==> src/pkg/qog_consts.vh <==
// Register indices, field positions, reset values and constants of the offset and gain block.
`ifndef QOG_CONSTS_VH
`define QOG_CONSTS_VH

// Register indices; the byte address on the bus is four times the index.
`define QOG_IDX_C_OFFSET      8'h0A
`define QOG_IDX_D_OFFSET      8'h0B
`define QOG_IDX_A_GAIN        8'h0C
`define QOG_IDX_B_GAIN_MIX    8'h0D
`define QOG_IDX_C_GAIN        8'h0E
`define QOG_IDX_AUTO_SYNC     8'h1E
`define QOG_IDX_ACTIVE_OFFSET 8'h1F

// Field layout.
`define QOG_OFFSET_MSB        12
`define QOG_GAIN_MSB          10
`define QOG_MIX_MSB           15
`define QOG_MIX_LSB           12
`define QOG_MIX_FS8_BIT       3
`define QOG_MIX_FS4_BIT       2
`define QOG_MIX_FS2_BIT       1
`define QOG_MIX_NFS4_BIT      0
`define QOG_AUTO_SYNC_BIT     0
`define QOG_ACT_D_LSB         16

// Reset values.
`define QOG_OFFSET_RST        13'h0000
`define QOG_GAIN_RST          11'h400
`define QOG_MIX_RST           4'h0
`define QOG_AUTO_SYNC_RST     1'b1

// Mixer phase steps in eighths of a turn per sample.
`define QOG_STEP_FS8          3'h1
`define QOG_STEP_FS4          3'h2
`define QOG_STEP_FS2          3'h4
`define QOG_STEP_NFS4         3'h6

// Cosine of 45 degrees in the same 10-bit fraction as the gain words.
`define QOG_COS45             18'h002D4
`define QOG_FRAC_BITS         10

`endif

==> src/core/qog_regs.v <==
// Offset, gain and coarse mixer registers with the sample correction path.
//
// Chosen here: register access over APB.
`timescale 1ns/10ps
`include "qog_consts.vh"

// Behaviour
// - Channel C offset is 13 bits in converter LSBs, reset zero.
// - Channel D offset is 13 bits in converter LSBs, reset zero.
// - With auto-sync on, writing C offset loads C and D offsets together.
// - Writing D offset alone leaves the active offset unchanged until C written with auto-sync on, or a sync pulse.
// - Gain words are unsigned 11 bits, binary point between bits 9 and 10.
// - Channel A samples are scaled by the channel A gain word.
// - Channel B samples are scaled by the gain word sharing the mixer register.
// - Channel C samples are scaled by the channel C gain word.
// - Four mixer bits select Fs/8, Fs/4, Fs/2 and -Fs/4; reset 0000.
// - Several mixers may be on together, giving n eighths of Fs in total.
module qog_regs
#(
  parameter SAMPLE_W = 16
)
(
  input  wire                pclk,
  input  wire                presetn,
  input  wire                psel,
  input  wire                penable,
  input  wire                pwrite,
  input  wire [11:0]         paddr,
  input  wire [31:0]         pwdata,
  output wire [31:0]         prdata,
  output wire                pready,
  output wire                pslverr,
  input  wire                sync_pulse,
  input  wire                sample_valid,
  input  wire [SAMPLE_W-1:0] channel_a_in,
  input  wire [SAMPLE_W-1:0] channel_b_in,
  input  wire [SAMPLE_W-1:0] channel_c_in,
  input  wire [SAMPLE_W-1:0] channel_d_in,
  output wire                out_valid,
  output wire [SAMPLE_W-1:0] channel_a_out,
  output wire [SAMPLE_W-1:0] channel_b_out,
  output wire [SAMPLE_W-1:0] channel_c_out,
  output wire [SAMPLE_W-1:0] channel_d_out
);

  ////////////////////////////////////////////////////////////////////////////////////////
  // Helper functions.
  // Clamps a wide signed value to the sample range.
  function [SAMPLE_W-1:0] qog_sat;
    input signed [18:0] val;
    reg signed [18:0] lim_hi;
    reg signed [18:0] lim_lo;
    begin
      lim_hi = (19'sd1 <<< (SAMPLE_W - 1)) - 19'sd1;
      lim_lo = -(19'sd1 <<< (SAMPLE_W - 1));
      if (val > lim_hi)
        qog_sat = lim_hi[SAMPLE_W-1:0];
      else if (val < lim_lo)
        qog_sat = lim_lo[SAMPLE_W-1:0];
      else
        qog_sat = val[SAMPLE_W-1:0];
    end
  endfunction

  // Scales a sample by an unsigned 1.10 gain word, then adds the offset.
  function [SAMPLE_W-1:0] qog_scale;
    input [SAMPLE_W-1:0] smp;
    input [10:0]         gain;
    input [12:0]         offs;
    reg signed [27:0] prod;
    reg signed [18:0] sum;
    begin
      prod = $signed(smp) * $signed({1'b0, gain});
      sum  = $signed({prod[27], prod[27:`QOG_FRAC_BITS]})
             + $signed({{6{offs[12]}}, offs});
      qog_scale = qog_sat(sum);
    end
  endfunction

  // Rotates an I/Q pair by a whole number of eighths of a turn.
  function [2*SAMPLE_W-1:0] qog_rotate;
    input [SAMPLE_W-1:0] i_in;
    input [SAMPLE_W-1:0] q_in;
    input [2:0]          ph;
    reg signed [17:0] i1;
    reg signed [17:0] q1;
    reg signed [27:0] pi;
    reg signed [27:0] pq;
    reg signed [17:0] i2;
    reg signed [17:0] q2;
    begin
      i1 = $signed({{(18-SAMPLE_W){i_in[SAMPLE_W-1]}}, i_in});
      q1 = $signed({{(18-SAMPLE_W){q_in[SAMPLE_W-1]}}, q_in});
      if (ph[0])
      begin
        pi = (i1 - q1) * $signed(`QOG_COS45);
        pq = (i1 + q1) * $signed(`QOG_COS45);
        i1 = pi[27:`QOG_FRAC_BITS];
        q1 = pq[27:`QOG_FRAC_BITS];
      end
      case (ph[2:1])
        2'd0:
        begin
          i2 = i1;
          q2 = q1;
        end
        2'd1:
        begin
          i2 = -q1;
          q2 = i1;
        end
        2'd2:
        begin
          i2 = -i1;
          q2 = -q1;
        end
        default:
        begin
          i2 = q1;
          q2 = -i1;
        end
      endcase
      qog_rotate = {qog_sat({q2[17], q2}), qog_sat({i2[17], i2})};
    end
  endfunction

  // Decodes a byte address to a register index; misaligned or out of range gives 8'hFF.
  function [7:0] qog_index;
    input [11:0] addr;
    begin
      if (addr[1:0] != 2'b00 || addr[11:10] != 2'b00)
        qog_index = 8'hFF;
      else
        qog_index = addr[9:2];
    end
  endfunction

  ////////////////////////////////////////////////////////////////////////////////////////
  // Register bus.
  reg  [12:0] c_offset_reg;
  reg  [12:0] d_offset_reg;
  reg  [10:0] a_gain_reg;
  reg  [10:0] b_gain_reg;
  reg  [3:0]  mix_reg;
  reg  [10:0] c_gain_reg;
  reg         auto_sync_reg;
  reg  [12:0] c_offset_act_reg;
  reg  [12:0] d_offset_act_reg;
  reg  [31:0] rdata_reg;
  reg  [31:0] rdata_next;
  reg         hit_next;
  reg         hit_reg;

  wire [7:0]  idx       = qog_index(paddr);
  wire        setup_ph  = psel & ~penable;
  wire        access_ph = psel & penable;
  wire        wr_en     = access_ph & pwrite & hit_reg;
  assign pready  = 1'b1;
  assign pslverr = access_ph & ~hit_reg;
  assign prdata  = rdata_reg;
  // Read data is captured in the setup cycle so prdata comes from a flop.
  // Reserved bits are not stored and read back as zero.
  always @*
  begin
    rdata_next = 32'h0000_0000;
    hit_next   = 1'b1;
    case (idx)
      `QOG_IDX_C_OFFSET:      rdata_next[12:0] = c_offset_reg;
      `QOG_IDX_D_OFFSET:      rdata_next[12:0] = d_offset_reg;
      `QOG_IDX_A_GAIN:        rdata_next[10:0] = a_gain_reg;
      `QOG_IDX_B_GAIN_MIX:    rdata_next[15:0] = {mix_reg, 1'b0, b_gain_reg};
      `QOG_IDX_C_GAIN:        rdata_next[10:0] = c_gain_reg;
      `QOG_IDX_AUTO_SYNC:     rdata_next[`QOG_AUTO_SYNC_BIT] = auto_sync_reg;
      `QOG_IDX_ACTIVE_OFFSET:
      begin
        rdata_next[12:0]  = c_offset_act_reg;
        rdata_next[28:16] = d_offset_act_reg;
      end
      default:                hit_next = 1'b0;
    endcase
  end

  always @(posedge pclk or negedge presetn)
  begin
    if (!presetn)
    begin
      rdata_reg <= 32'h0000_0000;
      hit_reg   <= 1'b0;
    end
    else if (setup_ph)
    begin
      rdata_reg <= pwrite ? 32'h0000_0000 : rdata_next;
      hit_reg   <= hit_next;
    end
  end

  // Only the documented field bits are stored; reserved write bits are dropped.
  always @(posedge pclk or negedge presetn)
  begin
    if (!presetn)
    begin
      c_offset_reg  <= `QOG_OFFSET_RST;
      d_offset_reg  <= `QOG_OFFSET_RST;
      a_gain_reg    <= `QOG_GAIN_RST;
      b_gain_reg    <= `QOG_GAIN_RST;
      mix_reg       <= `QOG_MIX_RST;
      c_gain_reg    <= `QOG_GAIN_RST;
      auto_sync_reg <= `QOG_AUTO_SYNC_RST;
    end
    else if (wr_en)
    begin
      case (idx)
        `QOG_IDX_C_OFFSET:   c_offset_reg  <= pwdata[`QOG_OFFSET_MSB:0];
        `QOG_IDX_D_OFFSET:   d_offset_reg  <= pwdata[`QOG_OFFSET_MSB:0];
        `QOG_IDX_A_GAIN:     a_gain_reg    <= pwdata[`QOG_GAIN_MSB:0];
        `QOG_IDX_B_GAIN_MIX:
        begin
          b_gain_reg <= pwdata[`QOG_GAIN_MSB:0];
          mix_reg    <= pwdata[`QOG_MIX_MSB:`QOG_MIX_LSB];
        end
        `QOG_IDX_C_GAIN:     c_gain_reg    <= pwdata[`QOG_GAIN_MSB:0];
        `QOG_IDX_AUTO_SYNC:  auto_sync_reg <= pwdata[`QOG_AUTO_SYNC_BIT];
        default:             auto_sync_reg <= auto_sync_reg;
      endcase
    end
  end

  ////////////////////////////////////////////////////////////////////////////////////////
  // Active offsets.
  // The C write carries its new value straight in, so both halves land on the same edge.
  // The held D value is used, which is why D must be written before C.
  wire c_write   = wr_en && (idx == `QOG_IDX_C_OFFSET);
  wire auto_load = c_write & auto_sync_reg;

  always @(posedge pclk or negedge presetn)
  begin
    if (!presetn)
    begin
      c_offset_act_reg <= `QOG_OFFSET_RST;
      d_offset_act_reg <= `QOG_OFFSET_RST;
    end
    else if (auto_load)
    begin
      c_offset_act_reg <= pwdata[`QOG_OFFSET_MSB:0];
      d_offset_act_reg <= d_offset_reg;
    end
    else if (sync_pulse)
    begin
      c_offset_act_reg <= c_offset_reg;
      d_offset_act_reg <= d_offset_reg;
    end
  end

  ////////////////////////////////////////////////////////////////////////////////////////
  // Sample path: gain and offset, then coarse mixing.
  // Channel D has no gain control in this block and passes at unity gain.
  reg  [SAMPLE_W-1:0] a_scaled_reg;
  reg  [SAMPLE_W-1:0] b_scaled_reg;
  reg  [SAMPLE_W-1:0] c_scaled_reg;
  reg  [SAMPLE_W-1:0] d_scaled_reg;
  reg                 scaled_valid_reg;
  reg  [SAMPLE_W-1:0] a_out_reg;
  reg  [SAMPLE_W-1:0] b_out_reg;
  reg  [SAMPLE_W-1:0] c_out_reg;
  reg  [SAMPLE_W-1:0] d_out_reg;
  reg                 out_valid_reg;
  reg  [2:0]          phase_reg;
  reg  [2:0]          step_next;

  always @(posedge pclk or negedge presetn)
  begin
    if (!presetn)
    begin
      a_scaled_reg     <= {SAMPLE_W{1'b0}};
      b_scaled_reg     <= {SAMPLE_W{1'b0}};
      c_scaled_reg     <= {SAMPLE_W{1'b0}};
      d_scaled_reg     <= {SAMPLE_W{1'b0}};
      scaled_valid_reg <= 1'b0;
    end
    else
    begin
      scaled_valid_reg <= sample_valid;
      if (sample_valid)
      begin
        a_scaled_reg <= qog_scale(channel_a_in, a_gain_reg, 13'h0000);
        b_scaled_reg <= qog_scale(channel_b_in, b_gain_reg, 13'h0000);
        c_scaled_reg <= qog_scale(channel_c_in, c_gain_reg, c_offset_act_reg);
        d_scaled_reg <= qog_scale(channel_d_in, `QOG_GAIN_RST,
                                  d_offset_act_reg);
      end
    end
  end

  // Each enabled mixer adds its own step; the sum wraps in eighths of a turn.
  always @*
  begin
    step_next = 3'h0;
    if (mix_reg[`QOG_MIX_FS8_BIT])
      step_next = step_next + `QOG_STEP_FS8;
    if (mix_reg[`QOG_MIX_FS4_BIT])
      step_next = step_next + `QOG_STEP_FS4;
    if (mix_reg[`QOG_MIX_FS2_BIT])
      step_next = step_next + `QOG_STEP_FS2;
    if (mix_reg[`QOG_MIX_NFS4_BIT])
      step_next = step_next + `QOG_STEP_NFS4;
  end

  // A and B form one complex pair, C and D the other; both share one phase.
  always @(posedge pclk or negedge presetn)
  begin
    if (!presetn)
    begin
      phase_reg     <= 3'h0;
      a_out_reg     <= {SAMPLE_W{1'b0}};
      b_out_reg     <= {SAMPLE_W{1'b0}};
      c_out_reg     <= {SAMPLE_W{1'b0}};
      d_out_reg     <= {SAMPLE_W{1'b0}};
      out_valid_reg <= 1'b0;
    end
    else
    begin
      out_valid_reg <= scaled_valid_reg;
      if (scaled_valid_reg)
      begin
        phase_reg              <= phase_reg + step_next;
        {b_out_reg, a_out_reg} <= qog_rotate(a_scaled_reg, b_scaled_reg, phase_reg);
        {d_out_reg, c_out_reg} <= qog_rotate(c_scaled_reg, d_scaled_reg, phase_reg);
      end
    end
  end

  assign out_valid     = out_valid_reg;
  assign channel_a_out = a_out_reg;
  assign channel_b_out = b_out_reg;
  assign channel_c_out = c_out_reg;
  assign channel_d_out = d_out_reg;

endmodule

==> config.mk <==
export PLATFORM = sky130hd
export DESIGN_NAME = qog_regs
export DESIGN_NICKNAME = d
export VERILOG_FILES = /design/src/core/qog_regs.v
export VERILOG_INCLUDE_DIRS = /design/src /design/src/pkg
export SDC_FILE = /design/constraint.sdc
export NUM_CORES = 2
export LEC_CHECK = 0
export ABC_AREA = 1
export BUFFER_PORTS_ARGS = -buffer_cell sky130_fd_sc_hd__buf_2
export CORE_MARGIN = 2
export CORE_UTILIZATION = 50
export CTS_CLUSTER_SIZE = 16
export DETAILED_ROUTE_END_ITERATION = 16
export PLACE_DENSITY_LB_ADDON = 0.1
export SLEW_MARGIN = 20
export SYNTH_ARGS = -nofsm -noshare
export SYNTH_HDL_FRONTEND = slang
export SYNTH_SLANG_ARGS = --single-unit
export TNS_END_PERCENT = 50
==> constraint.sdc <==
create_clock -name pclk -period 8.25 [get_ports pclk]
set_clock_uncertainty 0.2 [all_clocks]
set_input_delay 0.4125 -clock pclk [delete_from_list [all_inputs] [get_ports pclk]]
set_output_delay 0.4125 -clock pclk [all_outputs]
set_load 0.01 [all_outputs]
==> metrics <==
Critical Path Start Type=register; CP endpoint kind=register; grt ovf=0; Crit path buffers/inverters=7; vias per cell=5.17; WL/cell=around 17 µm; synthesized area=around 52000 µm²; post-synthesis cell count=7107; Largest register FFs=29; RSZ-0062 raised after global routing=no; CTS max path bufs=3; PortBufs=between 150 and 200; Post-synth top flop=dfrtp_1; CP required=approximately 8600 ps; DR iter-0 viols=about 2900; Post-synth EDFFs=0; post-route ant nets=0; asr flop ratio synth=100%; vias in the first global route=about 44000; Setup CP Type=register to register; Starting Density=50.3%; Worst-Skew Late Latency=approximately 620 ps; setup tns final=0 ps; Die W=between 300 and 400 µm; Critical Path AT=~8000 ps; Post-Layout Cell Count=around 8600; DR vias=about 44000; worst stage delay on the critical path=around 540 ps; Area Overhead vs Synth=6.65%; worst rel slew slack=28.7%; Design Area, Final=around 55000 µm²; Min-Delay Path Class=input port to register; Hold Vio Cnt, Final=0; cell mode on critical path=nand2_1; initial antenna violation count=7; CORE AREA=slightly above 100000 µm²; Post-route DRC=0; Tcrit/Tclk final=approximately 93%; fmax=130 MHz; top cells by area, synth=fa_1 (25%), ha_1 (13%), dfrtp_1 (12%); I/O Pins=214; DP Area=between 50000 and 60000 µm²; clock-pin slew on the worst setup and hold paths=70 ps; share of cells above drive strength 1=about 8.6%; outcome=finished, final reports clean; die area=approximately 110000 µm²; Ys Warns=0; CTS buffer count=29; Total GRT Usage=a little over a quarter; max-slew violation count=0; Worst-Margin Slew=between 1000 and 1500 ps; largest net degree at the start of global routing=roughly 150; row count=around 120; Netlist cell types=70; max-cap viol count=0; Placed Cells=~8500; Sink Count=~250; final setup fails=0; critical path's slowest cell=fa_1; Final nets=8477; WL final=145000 µm; post-route minimum period=7680 ps; Max Fanout on Critical Path=15; # H-tree levels=1; syn avg cell area=7.31 µm²; first-pass GRT wire length=236000 µm; CTS tree=yes; TritonRoute pass-1 iters=5; routability cong.=approximately 0.94; final core occ=about 54%; Root Driver=clkbuf_16; register area share after synthesis=between 10% and 20%; cell taking the most area after synthesis=fa_1; Die Y=between 300 and 400 µm; FF+latch count, synth=around 250; Crit path max-delay family=adder cells; Synth top area share=between 20% and 30%; Detail Placement HPWL=between 100000 and 150000 µm
[cell usage after synthesis, types with 48 or more instances]
library cell	n
nor2_1	448
clkbuf_1	179
inv_1	1618
nand2_1	1603
nor3_1	48
fa_1	655
a21oi_1	342
o21ai_0	313
dfrtp_1	249
xor2_1	178
nand3_1	294
nand2_2	80
ha_1	527
[logic make-up after synthesis]
| group | share of synthesized area, % |
|---|---|
| DFF | 12.2 |
| and+or+nand+nor | 21.9 |
| adders and majority gates | 38.0 |
| other | 0.0145 |
| AOI/OAI and AO/OA | 9.88 |
| xor gates and xnor gates | 3.79 |
| muxes | 0.195 |
| buffers and inverters | 14.1 |
[layer usage]
layer  GRT usage [%]  routed length (µm)  vias up
li1                -                   -    21800
met1            39.3               67900    21400
met2            44.5               65300     1084
met3            3.56                8470      145
met4            4.95                2820        2
met5               0                  14        -
[cell type report]
type                       count  area, µm²
sequential                   253       6350
tap                         1380       1730
clock buffer                  41        851
multi-input combinational   4955      38300
inverter                    1652       6200
fill                       10200      47800
antenna                        4       10.0
clock inverter                13        124
timing repair buffer         289       1780
[placed cells by master (no fill, tap or decap), drive strengths merged, types with 41 or more instances in the layout]
cell type / synthesis / layout
xnor2: 46 / 46
fa: 655 / 655
xor2: 178 / 178
nor3: 50 / 50
clkbuf: 180 / 41
dfrtp: 249 / 249
buf: 68 / 272
ha: 527 / 527
nand3: 321 / 321
o21ai: 342 / 342
nor2: 476 / 476
inv: 1646 / 1648
a21oi: 387 / 387
nand2: 1700 / 1700
[per-stage QoR]
stage	setup WS, ps	hold slack, ps
after floorplan	765	-83.1
after global placement	395	267
after detailed placement	338	274
after CTS	325	28.4
after global routing	13.2	67.9
final	567	58.9
[worst paths after layout]
| check | depth (start not counted) | slack (ps) | start | endpoint |
|---|---|---|---|---|
| worst max-delay path | 39 | 570 | d_scaled_reg[0] | channel_d_out[1] |
| max in group asynchronous | 3 | 6190 | presetn | c_gain_reg[3] |
| worst min register to register | 2 | 290 | d_offset_reg[0] | d_offset_reg[0] |
| worst min-delay path | 3 | 60 | sync_pulse | c_offset_act_reg[3] |
| min in group asynchronous | 2 | 200 | presetn | channel_a_out[2] |
| worst max register to register | 39 | 570 | d_scaled_reg[0] | channel_d_out[1] |
[worst min-delay path: cells and delay by family]
family	cells	cell delay [ps]
buffers and inverters	1	210
AND/OR/NAND/NOR	1	120
AO/OA/AOI/OAI	1	80
[repair_timing]
item,in CTS,in global routing
hold endpoints to repair,124,0
resized for setup,0,17
buffers inserted,0,3
endpoints found under the setup margin,0,74
hold buffers,17,0
Power is left out: the tool's default activity adds up to more than one toggle a clock period on the data nets, which glitch-free logic cannot reach.
